[src/rtl/dgw_defines.vh]
`ifndef DGW_DEFINES_VH
`define DGW_DEFINES_VH
// loudness span and block sizes in samples
`define DGW_SPAN_SAMPLES      256
`define DGW_BLOCK_SAMPLES     512
// audio blocks per sync frame (32 ms frame)
`define DGW_BLOCKS_PER_FRAME  6
`define DGW_FRAME_MS          32
// level format: signed 16 bit, 1/20 dB per lsb
`define DGW_LVL_W             16
// clip level 0 dB FS
`define DGW_CLIP_LEVEL        16'sh0000
// quantizer steps in level lsbs (0.2 dB and 0.4 dB)
`define DGW_LINE_STEP         16'h0004
`define DGW_RF_STEP           16'h0008
// time constant selector codes
`define DGW_TC_FAST_ATK       2'h0
`define DGW_TC_SLOW_ATK       2'h1
`define DGW_TC_SLOW_DEC       2'h2
`define DGW_TC_FAST_DEC       2'h3
// smoothing shifts for each time constant
`define DGW_SH_FAST_ATK       4'h1
`define DGW_SH_SLOW_ATK       4'h3
`define DGW_SH_SLOW_DEC       4'h7
`define DGW_SH_FAST_DEC       4'h4
// default thresholds in level lsbs
`define DGW_ATK_THR           16'h0064
`define DGW_DEC_THR           16'h00C8
`endif

[src/rtl/dgw_gain_word_gen.v]
// Overview of operation
// - dialogue level and line word per block, rf word per frame
// - block loudness is mean of two spans
// - per-channel loudness summed to program loudness
// - worst case downmix peak taken
// - loudness and peak offset by dialogue level
// - rf path covers whole sync frame
// - profile curve maps loudness to static gain
// - attack or decay constant by direction
// - fast attack above attack threshold
// - fast decay above decay threshold
// - max gain is clip minus peak
// - clamp static gain, smooth gain changes
// - line and rf paths run independently
// - line 0.2 dB steps, rf 0.4 dB
// - limiting words on downmix clipping
// - loudness is unweighted sum of active channel levels
`timescale 1ns/100ps
`include "dgw_defines.vh"

// one smoothing and limiting path, shared by line and rf rate
module dgw_path #(
    parameter W = 16
) (
    input  wire                i_clock,
    input  wire                i_sys_rst,
    input  wire                i_update,
    input  wire signed [W-1:0] i_loud,
    input  wire signed [W-1:0] i_peak,
    input  wire signed [W-1:0] i_pro_knee,
    input  wire        [1:0]   i_pro_slope,
    input  wire        [W-1:0] i_atk_thr,
    input  wire        [W-1:0] i_dec_thr,
    input  wire        [W-1:0] i_step,
    output reg  signed [W-1:0] o_word,
    output reg                 o_limit,
    output reg         [1:0]   o_tc
);
    reg  signed [W-1:0] smooth_reg;
    reg  signed [W-1:0] gain_reg;
    reg  signed [W:0]   diff;
    reg  signed [W:0]   over;
    reg  signed [W-1:0] stat_gain;
    reg  signed [W-1:0] max_gain;
    reg  signed [W-1:0] target;
    reg         [1:0]   tc;
    reg         [3:0]   sh;
    reg  signed [W:0]   dl;
    reg  signed [W:0]   dg;
    reg  signed [W-1:0] gain_next;
    reg  signed [W-1:0] q;

    always @* begin
        diff = {i_loud[W-1], i_loud} - {smooth_reg[W-1], smooth_reg};
        if (diff > 0) begin
            if (diff > $signed({1'b0, i_atk_thr})) begin
                tc = `DGW_TC_FAST_ATK;
            end else begin
                tc = `DGW_TC_SLOW_ATK;
            end
        end else begin
            if ((-diff) > $signed({1'b0, i_dec_thr})) begin
                tc = `DGW_TC_FAST_DEC;
            end else begin
                tc = `DGW_TC_SLOW_DEC;
            end
        end
        case (tc)
            `DGW_TC_FAST_ATK: sh = `DGW_SH_FAST_ATK;
            `DGW_TC_SLOW_ATK: sh = `DGW_SH_SLOW_ATK;
            `DGW_TC_SLOW_DEC: sh = `DGW_SH_SLOW_DEC;
            default:          sh = `DGW_SH_FAST_DEC;
        endcase
        // profile: cut above the knee by slope, null below
        over = {i_loud[W-1], i_loud} - {i_pro_knee[W-1], i_pro_knee};
        if (over > 0) begin
            stat_gain = -((over[W-1:0] >>> 2) * $signed({1'b0, i_pro_slope}));
        end else begin
            stat_gain = {W{1'b0}};
        end
        max_gain = `DGW_CLIP_LEVEL - i_peak;
        o_limit = stat_gain > max_gain;
        target = o_limit ? max_gain : stat_gain;
        dg = {target[W-1], target} - {gain_reg[W-1], gain_reg};
        dg = dg >>> sh;
        gain_next = gain_reg + dg[W-1:0];
        if (o_limit && (gain_next > max_gain)) begin
            gain_next = max_gain;
        end
        dl = diff >>> sh;
        q = gain_next - (gain_next % $signed(i_step));
        if (q > gain_next) begin
            q = q - $signed(i_step);
        end
    end

    always @(posedge i_clock) begin
        if (i_sys_rst) begin
            smooth_reg <= {W{1'b0}};
            gain_reg   <= {W{1'b0}};
            o_word     <= {W{1'b0}};
            o_tc       <= 2'h0;
        end else if (i_update) begin
            smooth_reg <= smooth_reg + dl[W-1:0];
            gain_reg   <= gain_next;
            o_word     <= q;
            o_tc       <= tc;
        end
    end
endmodule // dgw_path

module dgw_gain_word_gen #(
    parameter CH  = 6,
    parameter W   = 16,
    parameter SPN = `DGW_SPAN_SAMPLES,
    parameter BPF = `DGW_BLOCKS_PER_FRAME
) (
    input  wire            i_clock,
    input  wire            i_sys_rst,
    input  wire            i_in_valid,
    output wire            o_in_ready,
    input  wire [CH*W-1:0] i_ch_loud,
    input  wire [CH-1:0]   i_ch_active,
    input  wire [W-1:0]    i_peak_front,
    input  wire [W-1:0]    i_peak_center,
    input  wire [W-1:0]    i_peak_surr,
    input  wire [W-1:0]    i_cmix_gain,
    input  wire [W-1:0]    i_smix_gain,
    input  wire [W-1:0]    i_dial_level,
    input  wire [W-1:0]    i_line_knee,
    input  wire [1:0]      i_line_slope,
    input  wire [W-1:0]    i_rf_knee,
    input  wire [1:0]      i_rf_slope,
    output wire            o_out_valid,
    input  wire            i_out_ready,
    output wire [W-1:0]    o_line_word,
    output wire            o_line_limit,
    output wire            o_frame_word,
    output wire [W-1:0]    o_rf_word,
    output wire            o_rf_limit,
    output wire [W-1:0]    o_dial_out
);
    localparam CW = 10;
    localparam OW = 3 * W + 3;

    reg  [CW-1:0]   cnt_reg;
    reg             half_reg;
    reg  [2:0]      blk_reg;
    reg  [W+13:0]   acc_reg;
    reg  [W-1:0]    span0_reg;
    reg  [W-1:0]    bpk_reg;
    reg  [W+3:0]    facc_reg;
    reg  [W-1:0]    fpk_reg;
    reg             line_upd_reg;
    reg             rf_upd_reg;
    reg  [W-1:0]    line_l_reg;
    reg  [W-1:0]    line_p_reg;
    reg  [W-1:0]    rf_l_reg;
    reg  [W-1:0]    rf_p_reg;
    reg             emit_reg;
    reg             emit_rf_reg;
    reg  [W+3:0]    sum;
    reg  [W:0]      dmx_c;
    reg  [W:0]      dmx_s;
    reg  [W-1:0]    pk;
    integer         k;

    wire            take = i_in_valid && o_in_ready;
    wire [W-1:0]    line_word;
    wire [W-1:0]    rf_word;
    wire            line_lim;
    wire            rf_lim;
    wire [OW-1:0]   out_data;
    wire            buf_in_ready;
    wire [W+13:0]   span_avg = (acc_reg + {10'h000, sum}) / SPN[W+13:0];
    wire [W+3:0]    span_mean = ({4'h0, span0_reg} + span_avg[W+3:0]) >> 1;
    wire [W+3:0]    rf_mean = (facc_reg + span_mean) / BPF[W+3:0];
    wire [W-1:0]    blk_pk = (pk > bpk_reg) ? pk : bpk_reg;
    wire [W-1:0]    frm_pk = (blk_pk > fpk_reg) ? blk_pk : fpk_reg;

    assign o_in_ready = buf_in_ready;

    always @* begin
        sum = {(W+4){1'b0}};
        for (k = 0; k < CH; k = k + 1) begin
            if (i_ch_active[k]) begin
                sum = sum + {4'h0, i_ch_loud[k*W +: W]};
            end
        end
        dmx_c = {1'b0, i_peak_front} + {1'b0, i_peak_center}
              - {1'b0, i_cmix_gain};
        dmx_s = {1'b0, i_peak_front} + {1'b0, i_peak_surr}
              - {1'b0, i_smix_gain};
        pk = i_peak_front;
        if (dmx_c[W-1:0] > pk) begin
            pk = dmx_c[W-1:0];
        end
        if (dmx_s[W-1:0] > pk) begin
            pk = dmx_s[W-1:0];
        end
    end

    always @(posedge i_clock) begin
        if (i_sys_rst) begin
            cnt_reg      <= {CW{1'b0}};
            half_reg     <= 1'b0;
            blk_reg      <= 3'h0;
            acc_reg      <= {(W+14){1'b0}};
            span0_reg    <= {W{1'b0}};
            bpk_reg      <= {W{1'b0}};
            facc_reg     <= {(W+4){1'b0}};
            fpk_reg      <= {W{1'b0}};
            line_upd_reg <= 1'b0;
            rf_upd_reg   <= 1'b0;
            line_l_reg   <= {W{1'b0}};
            line_p_reg   <= {W{1'b0}};
            rf_l_reg     <= {W{1'b0}};
            rf_p_reg     <= {W{1'b0}};
            emit_reg     <= 1'b0;
            emit_rf_reg  <= 1'b0;
        end else begin
            line_upd_reg <= 1'b0;
            rf_upd_reg   <= 1'b0;
            emit_reg     <= line_upd_reg;
            emit_rf_reg  <= rf_upd_reg;
            if (take) begin
                if (cnt_reg == SPN[CW-1:0] - 1'b1) begin
                    cnt_reg <= {CW{1'b0}};
                    acc_reg <= {(W+14){1'b0}};
                end else begin
                    cnt_reg <= cnt_reg + 1'b1;
                    acc_reg <= acc_reg + {10'h000, sum};
                end
                // running peak over the block, restarted at its first sample
                if (cnt_reg == {CW{1'b0}} && !half_reg) begin
                    bpk_reg <= pk;
                end else if (pk > bpk_reg) begin
                    bpk_reg <= pk;
                end
                if (cnt_reg == SPN[CW-1:0] - 1'b1) begin
                    half_reg <= ~half_reg;
                    if (!half_reg) begin
                        span0_reg <= span_avg[W-1:0];
                    end else begin
                        line_l_reg <= span_mean[W-1:0]
                                    - i_dial_level;
                        line_p_reg <= blk_pk + i_dial_level;
                        line_upd_reg <= 1'b1;
                        if (blk_reg == BPF[2:0] - 1'b1) begin
                            blk_reg    <= 3'h0;
                            rf_l_reg   <= rf_mean[W-1:0]
                                        - i_dial_level;
                            rf_p_reg   <= frm_pk + i_dial_level;
                            rf_upd_reg <= 1'b1;
                            facc_reg   <= {(W+4){1'b0}};
                            fpk_reg    <= {W{1'b0}};
                        end else begin
                            blk_reg  <= blk_reg + 1'b1;
                            facc_reg <= facc_reg + span_mean;
                            fpk_reg  <= frm_pk;
                        end
                    end
                end
            end
        end
    end

    // both paths run side by side on their own update pulses
    dgw_path #(.W(W)) u_line (
        .i_clock    (i_clock),
        .i_sys_rst  (i_sys_rst),
        .i_update   (line_upd_reg),
        .i_loud     (line_l_reg),
        .i_peak     (line_p_reg),
        .i_pro_knee (i_line_knee),
        .i_pro_slope(i_line_slope),
        .i_atk_thr  (`DGW_ATK_THR),
        .i_dec_thr  (`DGW_DEC_THR),
        .i_step     (`DGW_LINE_STEP),
        .o_word     (line_word),
        .o_limit    (line_lim),
        .o_tc       ()
    );

    dgw_path #(.W(W)) u_rf (
        .i_clock    (i_clock),
        .i_sys_rst  (i_sys_rst),
        .i_update   (rf_upd_reg),
        .i_loud     (rf_l_reg),
        .i_peak     (rf_p_reg),
        .i_pro_knee (i_rf_knee),
        .i_pro_slope(i_rf_slope),
        .i_atk_thr  (`DGW_ATK_THR),
        .i_dec_thr  (`DGW_DEC_THR),
        .i_step     (`DGW_RF_STEP),
        .o_word     (rf_word),
        .o_limit    (rf_lim),
        .o_tc       ()
    );

    dgw_buf2 #(.W(OW)) u_buf (
        .i_clock    (i_clock),
        .i_sys_rst  (i_sys_rst),
        .i_valid    (emit_reg),
        .o_ready    (buf_in_ready),
        .i_data     ({line_lim, line_word, emit_rf_reg, rf_lim, rf_word,
                      i_dial_level}),
        .o_valid    (o_out_valid),
        .i_ready    (i_out_ready),
        .o_data     (out_data)
    );

    assign o_line_limit = out_data[OW-1];
    assign o_line_word  = out_data[OW-2 -: W];
    assign o_frame_word = out_data[2*W+1];
    assign o_rf_limit   = out_data[2*W];
    assign o_rf_word    = out_data[2*W-1 -: W];
    assign o_dial_out   = out_data[W-1:0];
endmodule // dgw_gain_word_gen

// two-entry buffer, index addressed
module dgw_buf2 #(
    parameter W = 8
) (
    input  wire         i_clock,
    input  wire         i_sys_rst,
    input  wire         i_valid,
    output wire         o_ready,
    input  wire [W-1:0] i_data,
    output wire         o_valid,
    input  wire         i_ready,
    output wire [W-1:0] o_data
);
    reg [W-1:0] mem_reg [0:1];
    reg         wp_reg;
    reg         rp_reg;
    reg [1:0]   cnt_reg;
    wire        wr = i_valid && (cnt_reg != 2'h2);
    wire        rd = o_valid && i_ready;

    assign o_ready = (cnt_reg == 2'h0);
    assign o_valid = (cnt_reg != 2'h0);
    assign o_data  = mem_reg[rp_reg];

    always @(posedge i_clock) begin
        if (i_sys_rst) begin
            wp_reg     <= 1'b0;
            rp_reg     <= 1'b0;
            cnt_reg    <= 2'h0;
            mem_reg[0] <= {W{1'b0}};
            mem_reg[1] <= {W{1'b0}};
        end else begin
            if (wr) begin
                mem_reg[wp_reg] <= i_data;
                wp_reg <= ~wp_reg;
            end
            if (rd) begin
                rp_reg <= ~rp_reg;
            end
            cnt_reg <= cnt_reg + {1'b0, wr} - {1'b0, rd};
        end
    end
endmodule // dgw_buf2

[config.mk]
export PLATFORM = sky130hd
export DESIGN_NAME = dgw_gain_word_gen
export DESIGN_NICKNAME = d
export VERILOG_FILES = /design/src/rtl/dgw_gain_word_gen.v
export VERILOG_INCLUDE_DIRS = /design/src /design/src/rtl
export SDC_FILE = /design/constraint.sdc
export NUM_CORES = 2
export LEC_CHECK = 0
export BUFFER_PORTS_ARGS = -buffer_cell sky130_fd_sc_hd__buf_2
export CORE_MARGIN = 2
export CORE_UTILIZATION = 40
export DETAILED_ROUTE_END_ITERATION = 12
export GPL_ROUTABILITY_DRIVEN = 0
export PLACE_DENSITY = 0.53
export SLEW_MARGIN = 20
export SYNTH_ARGS = -nofsm -noshare
export SYNTH_HDL_FRONTEND = slang
export SYNTH_HIERARCHICAL = 1
export SYNTH_SLANG_ARGS = --single-unit
export TNS_END_PERCENT = 1
[constraint.sdc]
create_clock -name i_clock -period 61.4 [get_ports i_clock]
set_input_delay 9.21 -clock i_clock [delete_from_list [all_inputs] [get_ports i_clock]]
set_output_delay 9.21 -clock i_clock [all_outputs]
set_load 0.005 [all_outputs]
==> flow_metrics.tcl <==
set metrics [dict create \
    status "complete, no violations" \
    die_y_um 419.5 \
    detailed_place.area_um2 76720 \
    slew-limit-headroom_pct 28.37 \
    initial_utilization_pct 40.26 \
    clock_insertion_delay_worst_skew_ns 0.67 \
    place.port_buffers 290 \
    critical_path_peak_fanout 41 \
    synth_area_um2 69060 \
    grt_setup_unrepaired "true" \
    worst_clock_skew_ns 0.05768 \
    clk_root_buffer_cell "clkbuf_16" \
    fmax_ghz 0.01719 \
    globalRouteMet1Util_pct 34.59 \
    boundaryPins 291 \
    tightest_slew_ns 1.045 \
    timing.final.crit_share_pct 94.77 \
    num_rows 152 \
    max-clock-path-buffers 3 \
    crit_end_category "flip-flop" \
    drv.max_cap_violation_count 0 \
    cts_inserted_buffers 48 \
    routed_wl_um 236800 \
    h_tree_depth 2 \
    grt_first_pass_wirelength_um 371100 \
    dr_total_vias 69790 \
    largest_register_ffs 102 \
    final_layout_size_suffix_gt1_share_pct 12.61 \
    routedWlPerCell_um 18.93 \
    core_region_area_um2 171500 \
    cts_tree "built" \
    critPathArrivalTime_ns 58.67 \
    final_design_area_no_fill_um2 78580 \
    filler_cell_count 17711 \
    timing.hold.worst.class "flip-flop to flip-flop" \
    period_minus_ws_final_ns 58.19 \
    place.detailed.hpwl_um 194100 \
    cts-hold-fix-buffers 0 \
    grt_busiest_layer "met2" \
    first_iter_violations 5173 \
    fp.dieArea_um2 176000 \
    path_clk_slew_ns 0.06 \
    worst_path_slowest_cell "or4b_2" \
    vias_cell 5.581 \
    critical-path-max-stage-delay_ns 0.67 \
    worst_ep_required_time_ns 61.88 \
    crit_path_frequent_cell "ha_1" \
    finalSetupTns_ns 0 \
    grt_use_met3_pct 2.673 \
    area_growth_syn_to_layout_pct 13.79 \
    detail_route.drc_violations 0 \
    final_hold_viol_count 0 \
    layout.nets 11460 \
    grt_overflow_total 0 \
    detailedRoute.firstPassIterationCount 6 \
    maximum_number_of_pins_on_one_net_before_global_route_repair 82 \
    global_route.usage.total_pct 26.14 \
    hold_ws_ns 0.4624 \
    grt_pass1_vias 66885 \
    synthesis.yosys.warnings 6 \
    average_cell_area_after_synthesis_um2 7.335 \
    postSynthCellCount 9415 \
    ant_nets 0 \
    crit_type "primary input to flip-flop" \
    die_width_um 419.5 \
    finalMaxSlewViolations 0 \
    crit_path_start_kind "primary input" \
    cts.sinks 381 \
    use_met2_pct 44.70 \
    antenna_found_initial 19 \
    timing.final.setup_violations 0 \
]
what timing repair did:
item	4_1_cts	5_1_grt
cloned	0	1
pin swaps	0	1
setup buffers	0	3
gates resized for setup	6	28
endpoints found under the setup margin	16	28
worst max-delay path: cells and delay by family:
kind                     cells  cell delay [ns]
buffers and inverters       15             2.96
adder cells (fa/ha/maj)     24             7.46
multiplexers                 6             1.85
XOR/XNOR                     6             1.06
AO/OA/AOI/OAI               92            22.01
AND/OR/NAND/NOR             66            13.94
path summary, 6_finish.rpt:
path | depth (start not counted) | end | start | slack [ns]
max | 209 | u_rf/o_word[2] | i_rf_knee[0] | 3.21
min | 2 | span0_reg[5] | span0_reg[5] | 0.46
max reg2reg | 208 | u_rf/o_word[2] | rf_l_reg[1] | 11.30
min reg2reg | 2 | span0_reg[5] | span0_reg[5] | 0.46
cell type report:
type	instances	area (um2)	share of cell area, %
Antenna cell	8	20.02	0.02548
Clock buffer	58	1280	1.629
Clock inverter	31	350.3	0.4458
Inverter	846	3182	4.049
Multi-Input combinational cell	8077	56930	72.46
Sequential cell	381	8655	11.01
Tap cell	2310	2890	3.678
Timing Repair Buffer	793	5266	6.702
per-layer routing:
metal / up-vias / wire length (um)
li1: 34950 / -
met1: 32769 / 108400
met2: 1723 / 109500
met3: 328 / 11470
met4: 20 / 7272
met5: - / 134
cell usage in the layout (no fill, tap or decap), types with 76 or more instances in the layout:
master    count
ha_1       1017
nor2_1     1008
nand2_1     858
inv_1       832
a21oi_1     769
o21ai_0     502
buf_4       500
xnor2_1     489
buf_2       289
dfxtp_1     276
conb_1      208
a21o_1      199
nor3_1      188
xor2_1      183
o21a_1      174
mux2i_1     169
nand3_1     164
nand2b_1    157
mux2_2      153
o21bai_1    118
a211oi_1    110
nor2b_1     108
nand4_1     103
edfxtp_1    102
or3_1        81
and2_1       78
a21boi_0     76
per-stage QoR:
stage                     utilization [%]  std cells  worst slack (ns)
final                               45.81      12504             3.211
after detailed placement            44.73      12403            -1.262
after floorplan                         -       9621             6.083
after CTS                           45.69      12492            0.1887
after global routing                45.80      12499           -0.1845
after global placement              44.73      12403           -0.7255
Power is not shown: default switching activity piles up to over one toggle a cycle in this logic, so the estimate is an artifact.
